`config.mk`:
```
export PLATFORM = sky130hd
export DESIGN_NAME = cpc_top
export DESIGN_NICKNAME = d
export VERILOG_FILES = /design/src/cpc_pkg.sv /design/src/cpc_clkdiv.sv /design/src/cpc_top.sv
export VERILOG_INCLUDE_DIRS = /design/src
export SDC_FILE = /design/constraint.sdc
export NUM_CORES = 1
export LEC_CHECK = 0
export BUFFER_PORTS_ARGS = -buffer_cell sky130_fd_sc_hd__clkbuf_2
export CAP_MARGIN = 20
export CORE_ASPECT_RATIO = 1.25
export CORE_MARGIN = 4
export CORE_UTILIZATION = 45
export DETAILED_ROUTE_END_ITERATION = 8
export PLACE_DENSITY = 0.65
export SYNTH_ARGS = -nofsm -noshare
export SYNTH_HDL_FRONTEND = slang
export SYNTH_HIERARCHICAL = 1
export SYNTH_SLANG_ARGS = --single-unit
```
`constraint.sdc`:
```
create_clock -name clk_i -period 3.7 [get_ports clk_i]
set_input_delay 0.185 -clock clk_i [delete_from_list [all_inputs] [get_ports clk_i]]
set_output_delay 0.185 -clock clk_i [all_outputs]
set_load 0.01 [all_outputs]
```
`src/cpc_cfg.svh`:
```
// offsets, field positions, reset values and timing counts of the clock control
`ifndef CPC_CFG_SVH
`define CPC_CFG_SVH

`define CPC_ADR_W          8
`define CPC_OFS_CPU_CTRL   8'h00
`define CPC_OFS_PCIE_CTRL  8'h04
`define CPC_OFS_DISP_CTRL  8'h08
`define CPC_OFS_STATUS     8'h0c

`define CPC_F_OE           0
`define CPC_F_SLEEP        1
`define CPC_F_HALT         2
`define CPC_F_AON          3
`define CPC_NIB            4
`define CPC_F_PERIPH_HALT  4
`define CPC_F_FREE_AON     5

`define CPC_RST_CPU_CTRL   12'h111
`define CPC_RST_PCIE_CTRL  7'h01
`define CPC_RST_DISP_CTRL  2'h1

`define CPC_BIAS_OFF       2'h0
`define CPC_BIAS_NORM      2'h1
`define CPC_BIAS_X6        2'h2
`define CPC_BIAS_X2        2'h3

`define CPC_CLK_PERIOD_NS  10
`define CPC_LOCK_TIME_NS   1000
`define CPC_HALF_CPU       1
`define CPC_HALF_PCIE      2
`define CPC_HALF_DISP      2
`define CPC_HALF_PERIPH    6
`define CPC_HALF_USB       4
`define CPC_HALF_REF       14

`endif

```
`src/cpc_pkg.sv`:
```
// types shared by the clock output control
package cpc_pkg;

    typedef enum logic [3:0] {
        PS_RUN  = 4'b0001,
        PS_PARK = 4'b0010,
        PS_OFF  = 4'b0100,
        PS_WAKE = 4'b1000
    } cpc_pwr_t;

    typedef enum logic [3:0] {
        DM_RUN   = 4'b0001,
        DM_STOP  = 4'b0010,
        DM_PD    = 4'b0100,
        DM_FLOAT = 4'b1000
    } cpc_dmode_t;

    typedef struct packed {
        logic       tru;
        logic       cmp;
        logic       tru_oe;
        logic       cmp_oe;
        logic [1:0] bias;
    } cpc_diff_t;

endpackage

```
`src/cpc_clkdiv.sv`:
```
// divider that makes one raw output clock while the vco runs
`timescale 1ns/1ps
module cpc_clkdiv #(
    parameter int HALF = 2
) (
    input  wire logic clk_i,
    input  wire logic rst_i,
    input  wire logic run_i,
    output logic      clk_o
);
    logic [15:0] cnt_reg;

    // phase is kept while stopped so the restart has no short cycle
    always_ff @(posedge clk_i) begin
        if (rst_i) begin
            cnt_reg <= 16'h0000;
        end else if (run_i) begin
            if (cnt_reg == 16'(HALF - 1)) begin
                cnt_reg <= 16'h0000;
            end else begin
                cnt_reg <= cnt_reg + 16'h0001;
            end
        end
    end

    always_ff @(posedge clk_i) begin
        if (rst_i) begin
            clk_o <= 1'b0;
        end else if (run_i && cnt_reg == 16'(HALF - 1)) begin
            clk_o <= ~clk_o;
        end
    end
endmodule

```
`src/cpc_top.sv`:
```
// clock output power-down and stop control with wishbone registers
`timescale 1ns/1ps
`include "cpc_cfg.svh"

module cpc_top #(
    parameter int NPB      = 6,
    parameter int LOCK_CYC = (`CPC_LOCK_TIME_NS + `CPC_CLK_PERIOD_NS - 1)
                             / `CPC_CLK_PERIOD_NS
) (
    input  wire logic                    clk_i,
    input  wire logic                    rst_i,
    input  wire logic                    power_down_pin_i,
    input  wire logic                    cpu_halt_n_i,
    input  wire logic                    periph_halt_n_i,
    input  wire logic                    wb_cyc_i,
    input  wire logic                    wb_stb_i,
    input  wire logic                    wb_we_i,
    input  wire logic [`CPC_ADR_W-1:0]   wb_adr_i,
    input  wire logic [31:0]             wb_dat_i,
    input  wire logic [3:0]              wb_sel_i,
    output logic      [31:0]             wb_dat_o,
    output logic                         wb_ack_o,
    output logic                         vco_en_o,
    output cpc_pkg::cpc_diff_t [2:0]     cpu_clk_o,
    output cpc_pkg::cpc_diff_t           pcie_ref_clock_o,
    output cpc_pkg::cpc_diff_t           display_96m_clock_o,
    output logic      [NPB-1:0]          periph_bus_clk_o,
    output logic      [1:0]              periph_free_clock_o,
    output logic                         usb_clk_o,
    output logic                         ref_clk_o
);
    localparam int ND  = 5;
    localparam int NSE = NPB + 4;
    localparam int NRAW = 6;
    localparam int HALF [NRAW] = '{`CPC_HALF_CPU, `CPC_HALF_PCIE,
                                   `CPC_HALF_DISP, `CPC_HALF_PERIPH,
                                   `CPC_HALF_USB, `CPC_HALF_REF};

    logic [2:0]          meta_reg;
    logic [2:0]          sync_reg;
    logic [11:0]         cpu_ctrl_reg;
    logic [6:0]          pcie_ctrl_reg;
    logic [1:0]          disp_ctrl_reg;
    logic                ack_reg;
    logic [31:0]         dat_reg;
    logic [15:0]         lock_reg;
    logic                vco_en_reg;
    cpc_pkg::cpc_pwr_t   state_reg;
    cpc_pkg::cpc_pwr_t   state_next;
    logic [NRAW-1:0]     raw;
    logic [NSE-1:0]      se_gate_reg;
    logic [NSE-1:0]      se_out_reg;
    logic [NSE-1:0]      se_raw;
    logic [NSE-1:0]      se_stop;
    cpc_pkg::cpc_dmode_t mode_reg [ND];
    cpc_pkg::cpc_diff_t  [ND-1:0] d_out_reg;
    logic [ND-1:0]       d_oe;
    logic [ND-1:0]       d_slp;
    logic [ND-1:0]       d_hf;
    logic [ND-1:0]       d_aon;
    logic [ND-1:0]       d_stop;
    logic [ND-1:0]       d_raw;
    logic [ND-1:0]       d_parked;
    logic                pd_s;
    logic                cpu_halt;
    logic                periph_stop;
    logic                pcie_stop;
    logic                pd_hold;
    logic                req;
    logic                wr;

    // pins come from another domain; only sync_reg is read by logic
    always_ff @(posedge clk_i) begin
        if (rst_i) begin
            meta_reg <= 3'h6;
            sync_reg <= 3'h6;
        end else begin
            meta_reg <= {periph_halt_n_i, cpu_halt_n_i, power_down_pin_i};
            sync_reg <= meta_reg;
        end
    end

    assign pd_s        = sync_reg[0];
    assign cpu_halt    = ~sync_reg[1];
    assign periph_stop = ~sync_reg[2] | pcie_ctrl_reg[`CPC_F_PERIPH_HALT];
    assign pd_hold     = (state_reg != cpc_pkg::PS_RUN);

    // wishbone slave: one wait state, ack held one cycle
    assign req = wb_cyc_i && wb_stb_i && !ack_reg;
    assign wr  = req && wb_we_i;

    always_ff @(posedge clk_i) begin
        if (rst_i) begin
            ack_reg <= 1'b0;
        end else begin
            ack_reg <= req;
        end
    end

    always_ff @(posedge clk_i) begin
        if (rst_i) begin
            cpu_ctrl_reg  <= `CPC_RST_CPU_CTRL;
            pcie_ctrl_reg <= `CPC_RST_PCIE_CTRL;
            disp_ctrl_reg <= `CPC_RST_DISP_CTRL;
        end else if (wr) begin
            case (wb_adr_i)
                `CPC_OFS_CPU_CTRL: begin
                    if (wb_sel_i[0]) begin
                        cpu_ctrl_reg[7:0] <= wb_dat_i[7:0];
                    end
                    if (wb_sel_i[1]) begin
                        cpu_ctrl_reg[11:8] <= wb_dat_i[11:8];
                    end
                end
                `CPC_OFS_PCIE_CTRL: begin
                    if (wb_sel_i[0]) begin
                        pcie_ctrl_reg <= wb_dat_i[6:0];
                    end
                end
                `CPC_OFS_DISP_CTRL: begin
                    if (wb_sel_i[0]) begin
                        disp_ctrl_reg <= wb_dat_i[1:0];
                    end
                end
                default: begin
                end
            endcase
        end
    end

    // unmapped offsets read zero and ignore writes
    always_ff @(posedge clk_i) begin
        if (rst_i) begin
            dat_reg <= 32'h0000_0000;
        end else if (req) begin
            case (wb_adr_i)
                `CPC_OFS_CPU_CTRL:  dat_reg <= {20'h00000, cpu_ctrl_reg};
                `CPC_OFS_PCIE_CTRL: dat_reg <= {25'h0000000, pcie_ctrl_reg};
                `CPC_OFS_DISP_CTRL: dat_reg <= {30'h00000000, disp_ctrl_reg};
                `CPC_OFS_STATUS: begin
                    dat_reg <= {24'h000000, state_reg, vco_en_reg,
                                periph_stop, cpu_halt, pd_s};
                end
                default: dat_reg <= 32'h0000_0000;
            endcase
        end
    end

    assign wb_ack_o = ack_reg;
    assign wb_dat_o = dat_reg;

    // power-down sequencer
    always_comb begin
        state_next = state_reg;
        case (state_reg)
            cpc_pkg::PS_RUN: begin
                if (pd_s) begin
                    state_next = cpc_pkg::PS_PARK;
                end
            end
            cpc_pkg::PS_PARK: begin
                if (!pd_s) begin
                    state_next = cpc_pkg::PS_RUN;
                end else if (se_out_reg == '0 && se_gate_reg == '0
                             && &d_parked) begin
                    // open gate could pass a frozen raw high once vco stops
                    state_next = cpc_pkg::PS_OFF;
                end
            end
            cpc_pkg::PS_OFF: begin
                if (!pd_s) begin
                    state_next = cpc_pkg::PS_WAKE;
                end
            end
            cpc_pkg::PS_WAKE: begin
                if (pd_s) begin
                    state_next = cpc_pkg::PS_PARK;
                end else if (lock_reg == 16'(LOCK_CYC)) begin
                    state_next = cpc_pkg::PS_RUN;
                end
            end
            default: state_next = cpc_pkg::PS_PARK;
        endcase
    end

    always_ff @(posedge clk_i) begin
        if (rst_i) begin
            state_reg <= cpc_pkg::PS_WAKE;
        end else begin
            state_reg <= state_next;
        end
    end

    // outputs stay parked until the vco has had its lock time
    always_ff @(posedge clk_i) begin
        if (rst_i) begin
            lock_reg <= 16'h0000;
        end else if (state_reg == cpc_pkg::PS_WAKE) begin
            lock_reg <= lock_reg + 16'h0001;
        end else begin
            lock_reg <= 16'h0000;
        end
    end

    always_ff @(posedge clk_i) begin
        if (rst_i) begin
            vco_en_reg <= 1'b1;
        end else begin
            vco_en_reg <= (state_next != cpc_pkg::PS_OFF);
        end
    end

    assign vco_en_o = vco_en_reg;

    generate
        for (genvar g = 0; g < NRAW; g++) begin : g_raw
            cpc_clkdiv #(
                .HALF (HALF[g])
            ) u_div (
                .clk_i (clk_i),
                .rst_i (rst_i),
                .run_i (vco_en_reg),
                .clk_o (raw[g])
            );
        end
    endgenerate

    // controls of the five pairs: cpu0..2, pcie, display
    always_comb begin
        for (int k = 0; k < 3; k++) begin
            d_oe[k]   = cpu_ctrl_reg[`CPC_NIB*k + `CPC_F_OE];
            d_slp[k]  = cpu_ctrl_reg[`CPC_NIB*k + `CPC_F_SLEEP];
            d_hf[k]   = cpu_ctrl_reg[`CPC_NIB*k + `CPC_F_HALT];
            d_aon[k]  = cpu_ctrl_reg[`CPC_NIB*k + `CPC_F_AON];
            d_stop[k] = cpu_halt;
            d_raw[k]  = raw[0];
        end
        d_oe[3]   = pcie_ctrl_reg[`CPC_F_OE];
        d_slp[3]  = pcie_ctrl_reg[`CPC_F_SLEEP];
        d_hf[3]   = pcie_ctrl_reg[`CPC_F_HALT];
        d_aon[3]  = pcie_ctrl_reg[`CPC_F_AON];
        d_stop[3] = pcie_stop;
        d_raw[3]  = raw[1];
        d_oe[4]   = disp_ctrl_reg[`CPC_F_OE];
        d_slp[4]  = disp_ctrl_reg[`CPC_F_SLEEP];
        d_hf[4]   = 1'b0;
        d_aon[4]  = 1'b1;
        d_stop[4] = 1'b0;
        d_raw[4]  = raw[2];
    end

    // pcie stops only once the periph bus clocks are latched low
    assign pcie_stop = periph_stop && (se_out_reg[NPB-1:0] == '0)
                       && (se_gate_reg[NPB-1:0] == '0);

    generate
        for (genvar g = 0; g < ND; g++) begin : g_diff
            cpc_pkg::cpc_dmode_t tgt;

            always_comb begin
                if (!d_oe[g]) begin
                    tgt = cpc_pkg::DM_FLOAT;
                end else if (pd_hold) begin
                    tgt = d_slp[g] ? cpc_pkg::DM_FLOAT : cpc_pkg::DM_PD;
                end else if (d_stop[g] && !d_aon[g]) begin
                    tgt = d_hf[g] ? cpc_pkg::DM_FLOAT : cpc_pkg::DM_STOP;
                end else begin
                    tgt = cpc_pkg::DM_RUN;
                end
            end

            // moves only while the true leg is high, except to float when oe is cleared, so no runt pulse
            always_ff @(posedge clk_i) begin
                if (rst_i) begin
                    mode_reg[g] <= cpc_pkg::DM_FLOAT;
                end else if (!d_oe[g]) begin
                    mode_reg[g] <= cpc_pkg::DM_FLOAT;
                end else if (d_raw[g]) begin
                    mode_reg[g] <= tgt;
                end
            end

            assign d_parked[g] = (mode_reg[g] == cpc_pkg::DM_PD) ||
                                 (mode_reg[g] == cpc_pkg::DM_FLOAT);

            always_ff @(posedge clk_i) begin
                if (rst_i) begin
                    d_out_reg[g] <= '0;
                end else begin
                    case (mode_reg[g])
                        cpc_pkg::DM_RUN: begin
                            d_out_reg[g] <= {d_raw[g], ~d_raw[g], 1'b1, 1'b1,
                                             `CPC_BIAS_NORM};
                        end
                        cpc_pkg::DM_STOP: begin
                            d_out_reg[g] <= {1'b1, 1'b0, 1'b1, 1'b1,
                                             `CPC_BIAS_X6};
                        end
                        cpc_pkg::DM_PD: begin
                            d_out_reg[g] <= {1'b1, 1'b0, 1'b1, 1'b0,
                                             `CPC_BIAS_X2};
                        end
                        default: begin
                            d_out_reg[g] <= {1'b0, 1'b0, 1'b0, 1'b0,
                                             `CPC_BIAS_OFF};
                        end
                    endcase
                end
            end

        end
    endgenerate

    assign cpu_clk_o           = d_out_reg[2:0];
    assign pcie_ref_clock_o    = d_out_reg[3];
    assign display_96m_clock_o = d_out_reg[4];

    // single-ended: periph bus, two free, usb, ref
    always_comb begin
        for (int k = 0; k < NSE; k++) begin
            se_raw[k]  = raw[3];
            se_stop[k] = pd_hold;
        end
        for (int k = 0; k < NPB; k++) begin
            se_stop[k] = pd_hold || periph_stop;
        end
        for (int k = 0; k < 2; k++) begin
            se_stop[NPB+k] = pd_hold || (periph_stop &&
                             !pcie_ctrl_reg[`CPC_F_FREE_AON+k]);
        end
        se_raw[NPB+2] = raw[4];
        se_raw[NPB+3] = raw[5];
    end

    // gate changes only while the raw clock is low: clean stop and start
    always_ff @(posedge clk_i) begin
        if (rst_i) begin
            se_gate_reg <= '0;
            se_out_reg  <= '0;
        end else begin
            for (int k = 0; k < NSE; k++) begin
                if (!se_raw[k]) begin
                    se_gate_reg[k] <= !se_stop[k];
                end
                se_out_reg[k] <= se_raw[k] & se_gate_reg[k];
            end
        end
    end

    assign periph_bus_clk_o    = se_out_reg[NPB-1:0];
    assign periph_free_clock_o = se_out_reg[NPB+1:NPB];
    assign usb_clk_o           = se_out_reg[NPB+2];
    assign ref_clk_o           = se_out_reg[NPB+3];
endmodule

```
==> results by group <==
Outcome
  • Outcome: finished clean

Worst setup path
  • Worst path slowest cell: dfxtp_2
  • Cell family with most CP delay: simple AND/OR/NAND/NOR gates
  • Crit-path cells: buf_4, nor4bb_1, nand4_1, nand2b_1, nor2_1
  • Buf/Inv on CP: 1
  • Worst R2R Start: vco_en_o
  • Max FO, Critical Path: 36
  • Crit. End Element: flip-flop
  • WP data required: 4.06 ns
  • Worst R2R Path Depth: 5
  • WP data arrival: 2.75 ns
  • CP peak stage delay: 0.90 ns
  • Slack of the worst reg-to-reg path: 1.31 ns
  • CP Launch Type: flip-flop
  • CP endpoint: g_raw[4].u_div/cnt_reg[7]
  • RR Endpoint: g_raw[4].u_div/cnt_reg[7]
  • CP startpoint: vco_en_o
  • Setup CP Type: flip-flop to flip-flop
  • Critical path depth in cells: 5

Place
  • Gpl congestion: 0.802
  • Pre-CTS setup slack: 1.29 ns
  • Hpwl dp: 14.2 mm
  • Port buffer count: 83

Logic synthesis
  • Flops & latches, synth: 221
  • Post-synth cell types: 67
  • Synth area leaders: dfxtp_1 (41%), nor2_1 (5.8%), edfxtp_1 (5.7%)
  • Share of the synthesized area in the top cell type: 40.6%
  • Seq/Total Area, Yosys: 46.3%
  • Synth warn: 6
  • EDFF count, synth: 19
  • Synth area leader: dfxtp_1
  • Cell area after synthesis: 9970 sq um
  • Mapped Cells: 1056
  • Syn Area/Cell: 9.44 sq um
  • Top_reg_cell synth: dfxtp_1
  • Asr flop ratio synth: 0%

STA
  • Final Max Tran Viols: 0
  • Measured slew at the worst slew-check pin: 1.01 ns
  • Fin worst setup slack: 1.31 ns
  • Setup TNS: 0 ns
  • Max_slew headroom: 32.7%
  • Fmax: 419 MHz
  • Final setup fails: 0
  • Skew final: 0.0103 ns
  • Min Tclk post-route: 2.39 ns
  • Crit share post-route: 64.5%
  • Final Hold Vio Count: 0
  • Final hold slack: 0.128 ns
  • Unrepaired setup endpoints after global routing: no

Detailed routing
  • Vias post-DR: 7451
  • DRT antenna net count: 0
  • Routed WL: 20.1 mm
  • TritonRoute pass-1 iters: 4
  • # DRC: 0
  • First-iteration detailed-routing DRC count: 404
  • Drt via density: 5.23
  • WL/cell: 14.1 um

Power
  • Leakage: 4.10 nW
  • Tot Pwr: 5.29 mW
  • Pwr/cell area: 466 nW/um^2
  • Max VDD drop: 386 uV

Min path
  • Min-Delay Path Class: input port to flip-flop

Layout
  • Fill cells: 2019
  • Multi-input gate area: 4890 sq um
  • Nets: 1194
  • Area growth from synthesis to layout: 13.9%
  • Layout cells sized above 1: 15.9%
  • Max FFs per register: 96
  • Util after Layout: 52.3%
  • Storage element area: 4620 sq um

GRT
  • Grt ovf: 0
  • First-pass GRT wire length: 33.8 mm
  • Tot GR Track Use: 16.0%
  • Initial antenna violation count: 1
  • Vias in the first global route: 7026
  • Largest net degree at the start of global routing: 49

Clock tree
  • H-Tree Depth: 1
  • CTS tree: yes
  • TritonCTS buffer count: 23
  • Clock slew at reported path FFs: 0.06 ns
  • # resized after CTS: 0
  • Clock root buffer: clkbuf_16
  • Sink Count: 221
  • # Post-CTS Setup Buffers: 0
  • CTS Hold Bufs: 15
  • Worst skew pair latency: 0.50 ns
  • Clk buf depth: 3

Die
  • Ports: 126
  • Die X: 141 um
  • Row count: 60
  • DIE AREA: 24600 sq um
  • Initial Util: 46.0%
  • Die H: 174 um
  • Core region area: 21700 sq um

Job
  • Max_cap viols: 0
[where the power goes]
| group | internal, mW | switching (mW) |
|---|---|---|
| registers | 2.48 | 0.0920 |
| clock network | 1.52 | 0.903 |
| logic | 0.128 | 0.175 |
| total | 4.12 | 1.17 |
[placed cells by master (no fill, tap or decap), types with 6 or more instances in the layout]
cell type | synthesis | final
nor4b_1 | 13 | 13
o21ai_0 | 18 | 18
nor4_1 | 38 | 38
nand3_1 | 39 | 39
nor2_1 | 154 | 154
and4_1 | 7 | 7
nor3_1 | 46 | 46
inv_1 | 26 | 26
a22oi_1 | 8 | 8
nand4_1 | 44 | 44
nand2_1 | 46 | 46
mux2i_1 | 18 | 18
xnor2_1 | 60 | 60
or3_1 | 10 | 10
nor2b_1 | 11 | 11
or2_2 | 11 | 11
dfxtp_1 | 202 | 201
nand3b_1 | 7 | 7
dlygate4sd3_1 | 0 | 15
clkbuf_2 | 2 | 83
nand4_4 | 6 | 6
ha_1 | 13 | 13
xor2_1 | 55 | 55
edfxtp_1 | 19 | 19
a21oi_1 | 25 | 25
clkbuf_16 | 0 | 23
nand2b_1 | 12 | 12
conb_1 | 1 | 20
nor2_2 | 11 | 11
[synth_stat cells (all sizes together) (7+ instances only)]
cell type	n
nor2	165
or4	10
and4	10
nor3	46
mux2i	18
nor2b	11
nand3	41
xor2	55
dfxtp	202
a21oi	25
a22oi	8
xnor2	60
nand3b	7
or3	10
nand2	46
o21ai	18
nor4b	14
clkbuf	31
nand2b	12
buf	43
inv	26
or2	12
nand4	51
nor4	44
edfxtp	19
ha	13
[worst reg2reg max path, stage by stage (launching register included)]
cell      delay (ns)
dfxtp_2         0.90
buf_4           0.33
nor4bb_1        0.23
nand4_1         0.18
nand2b_1        0.49
nor2_1          0.12
[layer usage]
metal | part of all wire [%] | global-route usage (%)
met5 | 0 | 0
met4 | 2.1 | 4.64
met3 | 4.3 | 2.34
met2 | 51 | 28.3
met1 | 43 | 20.0
[through the flow]
stage	cells	area [sq um]
2_1_floorplan	1075	10000
3_5_place_dp	1368	10400
3_3_place_gp	1368	10400
5_1_grt	1424	11400
6_report	1424	11400
4_1_cts	1423	11400
[worst min-delay path by stage]
stage,to,depth (start not counted),start
after detailed placement,meta_reg[1],2,cpu_halt_n_i
after CTS,wb_dat_o[7],4,wb_adr_i[4]
final,wb_dat_o[7],4,wb_adr_i[4]
after global routing,wb_dat_o[7],4,wb_adr_i[4]
after global placement,meta_reg[2],2,periph_halt_n_i
after floorplan,g_raw[0].u_div/clk_o,1,rst_i
[cell type report]
class                           count  area share (%)
Clock buffer                       33            5.84
Tap cell                          279            3.07
Clock inverter                      7            1.19
Timing Repair Buffer              103            5.31
Sequential cell                   221            40.7
Multi-Input combinational cell    754            43.1
Antenna cell                        1          0.0220
Inverter                           26           0.860
[logic make-up (layout without fill, tap and decap cells)]
logic type / Yosys count / count (layout) / share of synthesized area [%]
AOI/OAI and AO/OA: 80 / 80 / 5.18
xor gates and xnor gates: 115 / 115 / 10.1
adders and majority gates: 13 / 13 / 1.63
buffers and inverters: 100 / 169 / 5.40
DFF: 221 / 221 / 46.3
muxes: 24 / 24 / 2.71
other: 1 / 21 / 0.0376
and+or+nand+nor: 502 / 502 / 28.7
Note: power is estimated with default switching activity, not from simulation.
